===== src/core/mcs_pkg.sv =====
// Constants and types shared by the machine cycle sequencer.
// Assumes a single fast system clock that samples the oscillator pin.
package mcs_pkg;

  localparam int CLK_MHZ = 250;
  localparam logic [2:0] STATE_FIRST = 3'h0;
  localparam logic [2:0] STATE_LAST = 3'h5;
  localparam logic [2:0] STATE_S4 = 3'h3;
  localparam logic [2:0] STATE_S3 = 3'h2;
  localparam logic [1:0] CYC_ONE = 2'h0;
  localparam logic [1:0] CYC_TWO = 2'h1;
  localparam logic [1:0] CYC_FOUR = 2'h3;
  localparam logic [1:0] LEN_ONE = 2'h1;
  localparam logic [1:0] LEN_TWO = 2'h2;
  localparam logic [1:0] LEN_THREE = 2'h3;

  typedef enum logic [2:0] {
    EXEC_IDLE = 3'b001,
    EXEC_RUN = 3'b010,
    EXEC_XMOVE = 3'b100
  } exec_state_t;

  // Decoded instruction shape supplied with each opcode.
  typedef struct packed {
    logic [1:0] byte_count;
    logic [1:0] cycle_count;
    logic ext_move;
    logic ext_target;
    logic mul_div;
  } instr_shape_t;

  // Timing position inside a machine cycle.
  typedef struct packed {
    logic [2:0] state;
    logic phase2;
    logic period_pulse;
  } timing_t;

endpackage


===== src/core/osc_divider.sv =====
// Halves the synchronised oscillator and marks each edge of the halved clock as a period.
// Assumes osc_sync_i is already synchronised to clk_i.
`timescale 1ns/10ps
module osc_divider
  import mcs_pkg::*;
(
  // Clock and reset.
  input wire logic clk_i,
  input wire logic nrst_i,
  // Oscillator level and derived enable.
  input wire logic osc_sync_i,
  output logic period_en_o
);

  logic osc_prev_reg;
  logic half_reg;
  logic half_prev_reg;

  always_ff @(posedge clk_i or negedge nrst_i) begin
    if (!nrst_i) begin
      osc_prev_reg <= 1'b0;
    end else begin
      osc_prev_reg <= osc_sync_i;
    end
  end

  // divide by two.
  // Only rising edges count, so the input duty cycle is irrelevant.
  always_ff @(posedge clk_i or negedge nrst_i) begin
    if (!nrst_i) begin
      half_reg <= 1'b0;
    end else if (osc_sync_i && !osc_prev_reg) begin
      half_reg <= !half_reg;
    end
  end

  always_ff @(posedge clk_i or negedge nrst_i) begin
    if (!nrst_i) begin
      half_prev_reg <= 1'b0;
    end else begin
      half_prev_reg <= half_reg;
    end
  end

  // Both edges of the halved clock count, so each input period yields one pulse.
  assign period_en_o = half_reg ^ half_prev_reg;

endmodule


===== src/core/machine_cycle_sequencer.sv =====
// Machine cycle sequencer: state and phase timing, fetch and data access slots.
// Assumes an opcode decoder supplies the instruction shape with each fetched opcode.
// What this block does
// - Oscillator passes divide-by-two before timing.
// - State time is two periods, P1 then P2.
// - Machine cycle is six states, S1 to S6.
// - Periods counted S1P1 through S6P2 in order.
// - Arithmetic in phase 1, transfers in phase 2.
// - Instructions are one opcode plus up to two.
// - One, two, or four machine cycles per instruction.
// - Two code fetches per cycle at S1, S4, none in an external move's second cycle.
// - Opcode latched S1P2, execution ends S6P2.
// - One-byte: S4 byte discarded, counter holds.
// - Two-byte operand fetched at same-cycle S4.
// - Two-cycle: next opcode refetched and discarded.
// - External move accesses from S4 to S3.
// - External target enables ports and strobes.
// - Internal target uses internal bus, pins untouched.
// - Address latch strobe pulses twice per cycle.
`timescale 1ns/10ps
module machine_cycle_sequencer
  import mcs_pkg::*;
(
  // Clock and reset.
  input wire logic clk_i,
  input wire logic nrst_i,
  // Oscillator pins.
  input wire logic osc_in_i,
  output logic osc_out_o,
  // Decoded instruction shape, valid with the opcode latch pulse.
  input wire instr_shape_t shape_i,
  input wire logic write_i,
  // Timing outputs.
  output timing_t timing_o,
  output logic alu_en_o,
  output logic xfer_en_o,
  // Fetch control.
  output logic code_fetch_o,
  output logic opcode_latch_o,
  output logic operand_take_o,
  output logic byte_discard_o,
  output logic pc_inc_o,
  output logic instr_done_o,
  output logic address_latch_strobe_o,
  // Data access control.
  output logic data_active_o,
  output logic int_bus_en_o,
  output logic ext_bus_en_o,
  output logic read_strobe_n_o,
  output logic write_strobe_n_o
);

  logic osc_s1_reg;
  logic osc_s2_reg;
  logic period_en;
  logic [2:0] state_reg;
  logic phase2_reg;
  exec_state_t exec_reg;
  logic [1:0] cyc_reg;
  logic [1:0] left_bytes_reg;
  instr_shape_t shape_reg;
  logic write_reg;
  logic data_reg;
  logic ext_en_reg;
  logic int_en_reg;
  logic ale_reg;
  logic wr_en_reg;
  logic at_s1;
  logic at_s4;
  logic end_cycle;
  logic last_cycle;
  logic [1:0] cycles_last;

  // The pin is asynchronous, so it passes two flops first.
  always_ff @(posedge clk_i or negedge nrst_i) begin
    if (!nrst_i) begin
      osc_s1_reg <= 1'b0;
      osc_s2_reg <= 1'b0;
    end else begin
      osc_s1_reg <= osc_in_i;
      osc_s2_reg <= osc_s1_reg;
    end
  end

  osc_divider u_div (
    .clk_i(clk_i),
    .nrst_i(nrst_i),
    .osc_sync_i(osc_s2_reg),
    .period_en_o(period_en)
  );

  assign osc_out_o = osc_s2_reg;

  always_ff @(posedge clk_i or negedge nrst_i) begin
    if (!nrst_i) begin
      state_reg <= STATE_FIRST;
      phase2_reg <= 1'b0;
    end else if (period_en) begin
      phase2_reg <= !phase2_reg;
      if (phase2_reg) begin
        state_reg <= (state_reg == STATE_LAST) ? STATE_FIRST : 3'(state_reg + 3'h1);
      end
    end
  end

  assign timing_o = '{state: state_reg, phase2: phase2_reg, period_pulse: period_en};
  assign alu_en_o = period_en && !phase2_reg;
  assign xfer_en_o = period_en && phase2_reg;

  assign at_s1 = period_en && !phase2_reg && state_reg == STATE_FIRST;
  assign at_s4 = period_en && !phase2_reg && state_reg == STATE_S4;
  assign end_cycle = period_en && phase2_reg && state_reg == STATE_LAST;
  // four-cycle product ops.
  // Product and quotient ops stretch to four cycles regardless of the decoded count.
  assign cycles_last = shape_reg.mul_div ? CYC_FOUR : shape_reg.cycle_count;
  assign last_cycle = (exec_reg == EXEC_IDLE) || (cyc_reg == cycles_last);

  always_ff @(posedge clk_i or negedge nrst_i) begin
    if (!nrst_i) begin
      exec_reg <= EXEC_IDLE;
      cyc_reg <= CYC_ONE;
      shape_reg <= '0;
      write_reg <= 1'b0;
    end else if (opcode_latch_o) begin
      shape_reg <= shape_i;
      write_reg <= write_i;
      cyc_reg <= CYC_ONE;
      exec_reg <= shape_i.ext_move ? EXEC_XMOVE : EXEC_RUN;
    end else if (end_cycle) begin
      cyc_reg <= 2'(cyc_reg + 2'h1);
      if (last_cycle) begin
        exec_reg <= EXEC_IDLE;
      end
    end
  end

  always_ff @(posedge clk_i or negedge nrst_i) begin
    if (!nrst_i) begin
      left_bytes_reg <= 2'h0;
    end else if (opcode_latch_o) begin
      left_bytes_reg <= 2'(shape_i.byte_count - LEN_ONE);
    end else if (operand_take_o) begin
      left_bytes_reg <= 2'(left_bytes_reg - 2'h1);
    end
  end

  // fetches at S1 and S4.
  // Fetch is suppressed in the external move's second cycle to free the bus.
  assign code_fetch_o = (at_s1 || at_s4) && !(exec_reg == EXEC_XMOVE && cyc_reg == CYC_TWO);
  // opcode latched at S1P2 on a fresh cycle.
  assign opcode_latch_o = period_en && phase2_reg && state_reg == STATE_FIRST
                          && (exec_reg == EXEC_IDLE);
  assign operand_take_o = code_fetch_o && left_bytes_reg != 2'h0 && !at_s1
                          || code_fetch_o && at_s1 && exec_reg != EXEC_IDLE
                          && left_bytes_reg != 2'h0;
  assign byte_discard_o = code_fetch_o && !operand_take_o && !(at_s1 && exec_reg == EXEC_IDLE);
  assign pc_inc_o = code_fetch_o && !byte_discard_o;
  assign instr_done_o = end_cycle && exec_reg != EXEC_IDLE && last_cycle;

  // data window S4 to S3.
  // The window opens as S3 of the first cycle ends and closes as S3 of the second ends.
  always_ff @(posedge clk_i or negedge nrst_i) begin
    if (!nrst_i) begin
      data_reg <= 1'b0;
    end else if (period_en && phase2_reg && exec_reg == EXEC_XMOVE
                 && state_reg == STATE_S3) begin
      if (cyc_reg == CYC_ONE) begin
        data_reg <= 1'b1;
      end else if (cyc_reg == CYC_TWO) begin
        data_reg <= 1'b0;
      end
    end else if (exec_reg != EXEC_XMOVE) begin
      data_reg <= 1'b0;
    end
  end

  // Bus enables, address strobe and write strobe are registered so those pins never glitch on decode.
  // external enables.
  always_ff @(posedge clk_i or negedge nrst_i) begin
    if (!nrst_i) begin
      ext_en_reg <= 1'b0;
    end else begin
      ext_en_reg <= data_reg && shape_reg.ext_target;
    end
  end

  always_ff @(posedge clk_i or negedge nrst_i) begin
    if (!nrst_i) begin
      int_en_reg <= 1'b0;
    end else begin
      int_en_reg <= data_reg && !shape_reg.ext_target;
    end
  end

  always_ff @(posedge clk_i or negedge nrst_i) begin
    if (!nrst_i) begin
      ale_reg <= 1'b0;
    end else begin
      ale_reg <= (state_reg == STATE_FIRST || state_reg == STATE_S4) && !phase2_reg;
    end
  end

  always_ff @(posedge clk_i or negedge nrst_i) begin
    if (!nrst_i) begin
      wr_en_reg <= 1'b0;
    end else begin
      wr_en_reg <= data_reg && shape_reg.ext_target && write_reg;
    end
  end

  assign data_active_o = data_reg;
  assign ext_bus_en_o = ext_en_reg;
  assign int_bus_en_o = int_en_reg;
  assign address_latch_strobe_o = ale_reg;
  assign read_strobe_n_o = !(ext_en_reg && !wr_en_reg);
  assign write_strobe_n_o = !wr_en_reg;

endmodule


===== config.mk =====
export PLATFORM = sky130hd
export DESIGN_NAME = machine_cycle_sequencer
export DESIGN_NICKNAME = d
export VERILOG_FILES = /design/src/core/mcs_pkg.sv /design/src/core/osc_divider.sv /design/src/core/machine_cycle_sequencer.sv
export SDC_FILE = /design/constraint.sdc
export NUM_CORES = 1
export LEC_CHECK = 0
export ABC_CLOCK_PERIOD_IN_PS = 4500
export BUFFER_PORTS_ARGS = -buffer_cell sky130_fd_sc_hd__buf_2
export CORE_MARGIN = 5
export CORE_UTILIZATION = 44
export CTS_BUF_LIST = sky130_fd_sc_hd__clkbuf_8
export DETAILED_ROUTE_END_ITERATION = 16
export HOLD_SLACK_MARGIN = 0.02
export PLACE_DENSITY_LB_ADDON = 0.25
export RECOVER_POWER = 50
export SYNTH_ARGS = -nofsm -noshare
export SYNTH_HDL_FRONTEND = slang
export SYNTH_SLANG_ARGS = --single-unit
export TNS_END_PERCENT = 50

===== constraint.sdc =====
create_clock -name clk_i -period 4.5 [get_ports clk_i]
set_input_delay 0.225 -clock clk_i [delete_from_list [all_inputs] [get_ports clk_i]]
set_output_delay 0.225 -clock clk_i [all_outputs]
set_load 0.02 [all_outputs]

Word level (Yosys, flattened, before mapping)
Cells that the tools add are included. Widths: inputs -> output; s select.

Add/subtract/negate cells: 4. Equality and inequality tests: 10. Muxes and demuxes: 14. Bitwise operators: 1. Reduce and logical (&&, ||, !) cells: 53.

Operator list (count): $logic_and 1x1->1 (28); $mux 3 (5); $logic_not 1->1 (11); $mux 2 (5); $reduce_bool 2->1 (5); $eq 3x2->1 const B (2); $eq 3x3->1 const B (2); $reduce_and 2->1 (3); $logic_or 1x1->1 (4); $mux 1 (4); $sub 2x1->2 const B (2); $add 3x1->3 const B (1); $eq 3x1->1 const B (1); $logic_not 3->1 (1); $ne 3x1->1 const B (1); $ne 3x2->1 const B (1); $ne 3x3->1 const B (1); $add 2x1->2 const B (1); $eq 2x1->1 const B (1); $eq 2x2->1 (1); $logic_not 2->1 (1); $xor 1x1->1 (1).

Register bits after elaboration: 26. Input port bits: 11.

Logic depth before layout (Yosys ltp)
Gate-level depths: netlist of the first run.

Depth in word-level cells: 14. Gate-level depth with buffers: 6.

By module
A second synthesis of the first run with hierarchy kept.

Cells, all modules: 119. Area, all modules: 1249.9 sq um.

By module, submodules not included: machine_cycle_sequencer (times used 1, cells an instance 113, area each 1143.6 sq um, seq. area each 576.8 sq um); osc_divider (times used 1, cells an instance 6, area each 106.4 sq um, seq. area each 75.1 sq um).

Least setup slack after synthesis of the first run
OpenSTA, ideal clock, no wires.

Kind: flip-flop to output port. From: register state_reg[2]. To: output byte_discard_o. Data arrival time: 1712 ps. Required time: 4275 ps. Slack: 2563 ps. Cell stages (with the launch flop): 5. Path buffers: 0. Cell sequence: dfrtp_1 > nor3_1 > o2111a_2 > nand2_2 > nor3_1.

Cells in the longest elaborated chain, start to end: 11. Elaborated cells on any way between the ends: 18. Those cells by class: eq/ne: 1; reduce/logical: 17.

RTL lines: start, declared (RTL line machine_cycle_sequencer.sv:56) `logic [2:0] state_reg;`; start signal, assigned (RTL line machine_cycle_sequencer.sv:101) `state_reg <= (state_reg == STATE_LAST) ? STATE_FIRST : 3'(state_reg + 3'h1);`; $eq 3x2->1 / $logic_not 3->1 (equally long branches) (RTL line machine_cycle_sequencer.sv:111, machine_cycle_sequencer.sv:110); $logic_and 1x1->1, on equally long branches (RTL line machine_cycle_sequencer.sv:111, machine_cycle_sequencer.sv:110); $logic_or 1x1->1 (*) (RTL line machine_cycle_sequencer.sv:149) `assign code_fetch_o = (at_s1 || at_s4) && !(exec_reg == EXEC_XMOVE && cyc_reg == CYC_TWO);`; $logic_and 1x1->1 (*) (RTL line machine_cycle_sequencer.sv:149); net code_fetch_o (RTL line machine_cycle_sequencer.sv:38) `output logic code_fetch_o,`; $logic_and 1x1->1 (2 in a row) (RTL line machine_cycle_sequencer.sv:154) `|| code_fetch_o && at_s1 && exec_reg != EXEC_IDLE`; $logic_and 1x1->1 (RTL line machine_cycle_sequencer.sv:155) `&& left_bytes_reg != 2'h0;`; $logic_or 1x1->1 (RTL line machine_cycle_sequencer.sv:154); $logic_not 1->1 (RTL line machine_cycle_sequencer.sv:156) `assign byte_discard_o = code_fetch_o && !operand_take_o && !(at_s1 && exec_reg == EXEC_IDLE);`; $logic_and 1x1->1 (*) (2 in a row) (RTL line machine_cycle_sequencer.sv:156); end, declared (RTL line machine_cycle_sequencer.sv:41) `output logic byte_discard_o,`.

The timed path passes the listed nets; every way through them passes the cells marked *.

Worst setup path after layout of the first run
From: register exec_reg[0]. To: output opcode_latch_o.

Cells in the longest elaborated chain, start to end: 2.

RTL lines: start, declared (RTL line machine_cycle_sequencer.sv:58) `exec_state_t exec_reg;`; start signal, assigned (RTL line machine_cycle_sequencer.sv:128) `exec_reg <= shape_i.ext_move ? EXEC_XMOVE : EXEC_RUN;`; $eq 3x1->1 (RTL line machine_cycle_sequencer.sv:152) `&& (exec_reg == EXEC_IDLE);`; $logic_and 1x1->1 (RTL line machine_cycle_sequencer.sv:152); end, declared (RTL line machine_cycle_sequencer.sv:39) `output logic opcode_latch_o,`.

No other way between the ends.

==> run_results.csv, run 1 <==
group,metric,value,unit
critical_path,critical_path.max_stage_delay,550,ps
final_layout,nFillCells,254,
placed_design,placed_cells,162,
power,p_switching,0.329,mW
power,power.share.clock,0.225,
timing,rsz0062_at_grt,"no",
timing,drv_slew,0,
synth,synth_ff_type,"dfrtp_1",
synth,syn_avg_cell_area,11.5,um^2
power,p_comb_frac,0.381,
timing,fin_setup_tns,0,ps
cts,post_cts_resize_count,0,
cts,htree_levels,1,
cts,cts_hold_buf,1,
cts,cts_sinks,26,
synth,synth_seq_cells,26,
grt,grt_overflow,0,
power,p_seq_frac,0.395,
power,swShare,0.383,
final_layout,final_nets,151,
power,p_per_area,593,nW/um^2
die,die_h,62.2,um
die,dieArea,3870,um^2
die,start_util,0.447,
placed_design,dp_hpwl,1670,um
synth,yosysUniqueCellTypes,39,
detailed_routing,wl,2210,um
die,ios,31,
placed_design,io_buffers,30,
timing,clock_skew,4.20,ps
synth,yosys_warnings,0,
timing,relSlewSlack,0.0979,
timing,whs,58.1,ps
grt,antenna_found_initial,0,
cts,clkTransAtPathRegs,90,ps
grt,grtUsageTotal,0.125,
cts,cts_setup_buffers,0,
run,maxCapViolCount,0,
critical_path,cp_max_fo,11,
final_layout,diodes,0,
synth,synth_fp_nets,118,
detailed_routing,via_per_inst,5.20,
die,rows,19,
timing,clock.fmax,434,MHz
timing,tightest_slew,1350,ps
synth,syn_area,1200,um^2
placed_design,place.gp.congestion,0.786,
critical_path,end_kind,"output port",
final_layout,drive_gt1_frac,0.309,
timing,setup_viol,0,
timing,min_period_over_period,0.511,
critical_path,slowest_stage,"dfstp_2",
synth,synth-edff-count,0,
synth,syn_inst,104,
cts,clockRootBuffer,"clkbuf_8",
die,core,2690,um^2
synth,ys_seq_area_frac,0.543,
cts,clk_latency,270,ps
final_layout,largest_register_ff_count,4,
final_layout,final_common_cell,"buf_2",
detailed_routing,dr.pass1.iters,4,
cts,numCtsBuffers,3,
critical_path,cp.required,4280,ps
run_status,status,"complete, no violations",
final_layout,final_cell_mix,"27 x buf_2, 25 x dfrtp_1, 11 x nor2_1",
power,p_int,0.530,mW
timing,hold_viol,0,
final_layout,syn_to_final_growth,20.5,%
power,ir_worst_vdd,0.458,mV
detailed_routing,antenna_left,0,
grt,grt_pass1_vias,951,
grt,grt_pass1_wl,4010,um
timing,min_period,2300,ps
grt,grt_max_degree,27,
critical_path,crit_family,"simple AND/OR/NAND/NOR gates",
detailed_routing,drt_iter0_drc,12,
power,p_leak,0.687,nW
critical_path,path_class,"register to output port",
power,power,0.858,mW
critical_path,cp_num_buf_inv,2,
critical_path,critPathLaunchType,"register",
detailed_routing,wl_per_cell,13.2,um
die,die_w,62.2,um
critical_path,arrival,2080,ps
cts,clock_path_buffers,2,
cts,cts_tree,"yes",
detailed_routing,vias,868,
detailed_routing,drc,0,
worst_hold_path,hold_path.class,"input pin to register",
final_layout,fin_cells,167,
critical_path,path_cells,"nor3b_1, nand4_1, inv_1, buf_2",
synth,async_reset_ff_frac,1.00,
[final timing paths]
check,from,end,slack [ps],cells after the start
max reg2reg,exec_reg[0],left_bytes_reg[1],2510,4
min,osc_in_i,osc_s1_reg,60,1
min reg2reg,osc_s1_reg,osc_out_o,360,0
max,exec_reg[0],opcode_latch_o,2200,4
min in group asynchronous,nrst_i,state_reg[2],780,2
max in group asynchronous,nrst_i,shape_reg[0],2930,2
[power by group through the flow]
| stage | clock (mW) | sequential (mW) | combinational, mW |
|---|---|---|---|
| final | 0.193 | 0.339 | 0.327 |
| after global routing | 0.207 | 0.350 | 0.365 |
| after CTS | 0.197 | 0.339 | 0.332 |
| after detailed placement | 0 | 0.344 | 0.330 |
| after global placement | 0 | 0.338 | 0.329 |
| after floorplan | 0 | 0.352 | 0.238 |
[Yosys cell counts, types with 2 or more instances]
cell	n	area (um^2)
a21oi_1	2	10.0
and2_1	3	18.8
buf_4	2	15.0
dfrtp_1	25	626
ha_1	3	37.5
inv_1	7	26.3
mux2_2	7	78.8
nand2_1	6	22.5
nand4_1	2	12.5
nor2_1	11	41.3
nor3_1	3	15.0
nor3b_1	2	15.0
xnor2_1	5	43.8
[routing by layer]
metal | vias up | track usage | part of all wire
li1 | 423 | - | -
met5 | - | 0 | 0
met4 | 0 | 0.0569 | 0.019
met2 | 14 | 0.223 | 0.50
met1 | 426 | 0.136 | 0.44
met3 | 5 | 0.0360 | 0.040
[layout make-up]
class                   instances  area [um^2]  share of cell area
inverters                       7         26.3              0.0182
clock buffers                   3         41.3              0.0285
well taps                      31         38.8              0.0268
multi-input cells              68          502               0.347
flip-flops and latches         26          652               0.451
clock inverters                 1         30.0              0.0208
repair buffers                 31          156               0.108
[per-stage QoR]
| step | util | area (um^2) | worst slack (ps) |
|---|---|---|---|
| finish | 0.538 | 1450 | 2200 |
| global route | 0.538 | 1450 | 1920 |
| CTS | 0.540 | 1450 | 2150 |
| detailed placement | 0.510 | 1370 | 2460 |
| global placement | 0.510 | 1370 | 2500 |
| floorplan | - | 1200 | 2560 |
[cells by family (layout without fill, tap and decap cells)]
kind of cell,after synthesis,count (layout),synth area share
AND/OR/NAND/NOR,38,38,0.175
flip-flops,26,26,0.543
AO/OA/AOI/OAI,13,13,0.0876
buffers and inverters,10,42,0.0386
multiplexers,8,8,0.0740
XOR/XNOR,6,6,0.0501
adder cells (fa/ha/maj),3,3,0.0313
(Power assumes the default switching activity.)
==> inputs of run 2 (changes only) <==
ABC_CLOCK_PERIOD_IN_PS = 1900   (was 4500)
clock period = 1.9 ns   (was 4.5 ns; I/O delays follow)
==> run_results.csv, run 2 (synthesized netlist as in run 1, its figures left out) <==
group,metric,value,unit
timing,setup_viol,0,
timing,drv_slew,0,
timing,min_period,1810,ps
worst_hold_path,hold_start,"shape_i[3]",
timing,min_period_over_period,0.951,
final_layout,diodes,0,
die,die_h,62.2,um
run_status,status,"complete, no violations",
grt,grt_overflow,0,
cts,htree_levels,1,
power,ir_worst_vdd,0.943,mV
critical_path,r2r_setup_slack,190,ps
detailed_routing,dr.pass1.iters,4,
critical_path,reg2reg_to,"left_bytes_reg[0]",
worst_hold_path,min_to,"shape_reg[3]",
cts,clkTransAtPathRegs,90,ps
placed_design,io_buffers,30,
timing,tightest_slew,566,ps
critical_path,cp.required,1800,ps
placed_design,placedInstanceArea,1400,um^2
cts,clk_latency,270,ps
critical_path,end_kind,"output port",
cts,clock_path_buffers,2,
cts,cts_sinks,26,
power,p_leak,0.718,nW
critical_path,cp_max_fo,7,
timing,fin_setup_tns,0,ps
placed_design,placed_cells,166,
detailed_routing,drc,0,
critical_path,path_class,"register to output port",
final_layout,final_common_cell,"buf_2",
cts,numCtsBuffers,3,
final_layout,fin_cells,173,
final_layout,drive_gt1_frac,0.387,
grt,grt_max_degree,27,
placed_design,dp_hpwl,1780,um
die,rows,19,
critical_path,rr_worst_depth,5,
timing,rsz0062_at_grt,"no",
detailed_routing,wl_per_cell,13.7,um
detailed_routing,drt_iter0_drc,28,
final_layout,final_nets,157,
grt,antenna_found_initial,0,
power,p_per_area,1400,nW/um^2
critical_path,critical_path.max_stage_delay,480,ps
final_layout,largest_register_ff_count,4,
detailed_routing,wl,2370,um
die,die_w,62.2,um
worst_hold_path,hold_depth,2,
grt,grt_pass1_vias,897,
final_layout,final_cell_mix,"27 x buf_2, 23 x dfrtp_1, 10 x nor2_1",
cts,cts_tree,"yes",
timing,hold_viol,0,
die,dieArea,3870,um^2
timing,setup_ws,93.4,ps
detailed_routing,vias,889,
die,start_util,0.447,
detailed_routing,via_per_inst,5.14,
timing,clock_skew,2.52,ps
placed_design,pre_cts_slack,189,ps
final_layout,stdcell_area,1530,um^2
final_layout,syn_to_final_growth,27.4,%
run,maxCapViolCount,0,
cts,clockRootBuffer,"clkbuf_8",
critical_path,critPathLaunchType,"register",
critical_path,arrival,1710,ps
critical_path,worstReg2RegStart,"state_reg[0]",
die,ios,31,
die,core,2690,um^2
grt,grtUsageTotal,0.128,
worst_hold_path,hold_path.class,"input pin to register",
timing,clock.fmax,554,MHz
final_layout,nFillCells,237,
critical_path,slowest_stage,"dfrtp_1",
detailed_routing,antenna_left,0,
critical_path,path_cells,"xor2_4, o2111a_2, nand2_2, nor3_1, buf_2",
timing,relSlewSlack,0.623,
grt,grt_pass1_wl,4060,um
placed_design,place.gp.congestion,0.795,
==> run 2: per-layer routing <==
layer	GRT usage	part of all wire
met1	0.152	0.44
met2	0.220	0.52
met3	0.0288	0.035
met4	0.0569	0.0068
met5	0	0
==> run 2: area by class of cell <==
| class | instances | area, um^2 | area share |
|---|---|---|---|
| multi-input combinational | 68 | 531 | 0.347 |
| inverter | 7 | 26.3 | 0.0172 |
| timing repair buffer | 37 | 208 | 0.136 |
| tap | 31 | 38.8 | 0.0254 |
| clock buffer | 3 | 41.3 | 0.0270 |
| sequential | 26 | 654 | 0.428 |
| clock inverter | 1 | 30.0 | 0.0196 |
==> run 2: how the worst max path moves through the flow <==
stage | startpoint | to | slack (ps) | depth (start not counted)
final | u_div.half_reg | byte_discard_o | 90 | 5
after detailed placement | state_reg[0] | left_bytes_reg[0] | 190 | 5
after floorplan | state_reg[0] | left_bytes_reg[0] | 90 | 5
after global placement | state_reg[0] | left_bytes_reg[0] | 230 | 5
after global routing | u_div.half_reg | byte_discard_o | 5 | 5
after CTS | state_reg[2] | opcode_latch_o | 10 | 6
==> run 2: worst max-delay path: cells and delay by family (launching register included) <==
family,cells,cell delay [ps]
buffers and inverters,1,190
AOI/OAI and AO/OA,1,280
DFF,1,480
xor gates and xnor gates,1,270
and+or+nand+nor,2,220
==> run 2: stage by stage <==
step | util | power [mW] | hold slack (ps)
after global routing | 0.569 | 2.28 | 45.6
final | 0.569 | 2.14 | 52.4
after detailed placement | 0.521 | 1.65 | 128
after global placement | 0.521 | 1.63 | 122
after floorplan | - | 1.40 | -201
after CTS | 0.563 | 2.15 | 46.4
==> run 2: power breakdown <==
part	internal (mW)	leakage (nW)	switching, mW
logic	0.363	0.370	0.492
clock network	0.282	0.0357	0.171
registers	0.674	0.313	0.157
total	1.32	0.718	0.820
==> run 2: what timing repair did <==
| item | CTS | global route |
|---|---|---|
| endpoints found under the setup margin | 2 | 3 |
| buffers inserted | 0 | 1 |
| hold buffers | 2 | 0 |
| resized for setup | 3 | 6 |
| endpoints found under the hold margin | 26 | 0 |
| pin swaps | 0 | 2 |
==> inputs of run 3 (changes only) <==
ABC_CLOCK_PERIOD_IN_PS = 1800   (was 1900)
clock period = 1.8 ns   (was 1.9 ns; I/O delays follow)
==> run_results.csv, run 3 (synthesized netlist as in run 1, its figures left out) <==
group,metric,value,unit
die,die_w,62.2,um
power,p_per_area,1470,nW/um^2
timing,tightest_slew,577,ps
timing,min_period,1760,ps
detailed_routing,vias,939,
power,p_leak,0.767,nW
critical_path,worstReg2RegStart,"state_reg[2]",
run_status,status,"complete, no violations",
timing,rsz0062_at_grt,"yes",
placed_design,place.gp.congestion,0.757,
final_layout,largest_register_ff_count,4,
power,ir_worst_vdd,1.24,mV
critical_path,startpoint,"state_reg[0]",
die,start_util,0.447,
timing,clock.fmax,569,MHz
run,maxCapViolCount,0,
critical_path,cp.required,1710,ps
timing,relSlewSlack,0.615,
cts,clk_latency,270,ps
die,die_h,62.2,um
cts,clock_path_buffers,2,
critical_path,rr_worst_depth,7,
cts,clockRootBuffer,"clkbuf_8",
timing,clock_skew,3.34,ps
die,rows,19,
grt,grtUsageTotal,0.127,
cts,numCtsBuffers,3,
final_layout,final_cell_mix,"25 x buf_2, 22 x dfrtp_1, 16 x buf_4",
grt,busiest_layer,"met2",
cts,cts_tree,"yes",
power,power,2.40,mW
die,dieArea,3870,um^2
die,core,2690,um^2
grt,grtUsageMet2,0.209,
timing,min_period_over_period,0.976,
detailed_routing,drt_iter0_drc,24,
detailed_routing,via_per_inst,5.19,
grt,antenna_found_initial,0,
final_layout,final_util,0.611,
final_layout,diodes,0,
final_layout,final_common_cell,"buf_2",
cts,clkTransAtPathRegs,90,ps
grt,grt_max_degree,27,
grt,grt_use_met1,0.150,
placed_design,dp_hpwl,1710,um
detailed_routing,wl,2560,um
grt,grt_pass1_vias,890,
critical_path,cp_max_fo,6,
critical_path,end_kind,"output port",
placed_design,io_buffers,30,
cts,cts_sinks,26,
critical_path,path_class,"register to output port",
cts,htree_levels,1,
detailed_routing,antenna_left,0,
detailed_routing,wl_per_cell,14.1,um
timing,drv_slew,0,
grt,grt_pass1_wl,3980,um
worst_hold_path,hold_depth,2,
final_layout,syn_to_final_growth,36.8,%
grt,met3_usage,0.0342,
critical_path,arrival,1670,ps
detailed_routing,drc,0,
timing,hold_viol,0,
final_layout,drive_gt1_frac,0.467,
grt,grt_overflow,0,
timing,fin_setup_tns,0,ps
worst_hold_path,hold_start,"shape_i[4]",
timing,setup_viol,0,
worst_hold_path,hold_path.class,"input pin to register",
final_layout,final_nets,165,
die,ios,31,
detailed_routing,dr.pass1.iters,4,
timing,whs,49.7,ps
critical_path,critPathLaunchType,"register",
## run 3: cell count changes in the layout (fill, tap and decap cells not counted), sizes merged
cell	delta
clkbuf	-2
buf	+10
## run 3: where the power goes
part | total (mW) | switching (mW) | leakage, nW | internal [mW]
Combinational | 1.07 | 0.571 | 0.420 | 0.499
Clock | 0.476 | 0.179 | 0.0357 | 0.297
Sequential | 0.859 | 0.146 | 0.312 | 0.713
## run 3: per-stage QoR
step | cell area, um^2 | worst slack [ps] | instances
final | 1640 | 43.4 | 181
after global routing | 1640 | -42.3 | 181
after detailed placement | 1410 | 89.6 | 167
after CTS | 1540 | -5.53 | 176
after floorplan | 1200 | -1.89 | 104
after global placement | 1410 | 128 | 167
## run 3: what timing repair did
item	CTS	global route
gates resized for setup	4	18
hold buffers	2	0
pin swaps	2	1
setup buffers	3	5
endpoints found under the setup margin	4	5
endpoints found under the hold margin	26	0
## run 3: final timing paths
check | endpoint | slack [ps]
worst min register to register | osc_out_o | 360
worst max register to register | left_bytes_reg[0] | 90
min in group asynchronous | u_div.osc_prev_reg | 350
max in group asynchronous | state_reg[1] | 1040
worst min-delay path | shape_reg[4] | 50
worst max-delay path | pc_inc_o | 40
## run 3: routing by layer
layer / vias up / share of wire / wire length (um)
met5: - / 0 / 0
met4: 0 / 0.016 / 40
met3: 4 / 0.045 / 115
met2: 20 / 0.51 / 1300
met1: 462 / 0.43 / 1100
li1: 453 / - / -
## run 3: worst max-delay path: stages (launching register included)
cell and delay [ps]:
dfrtp_2 450, and2_4 170, ha_2 160, o2111a_2 290, a21boi_2 160, buf_4 160
## run 3: final cells by class
cell class,count,area (um^2)
clock buffers,3,41.3
clock inverters,1,30.0
fillers,220,1040
inverters,7,26.3
multi-input cells,68,562
flip-flops and latches,26,656
well taps,31,38.8
repair buffers,45,288
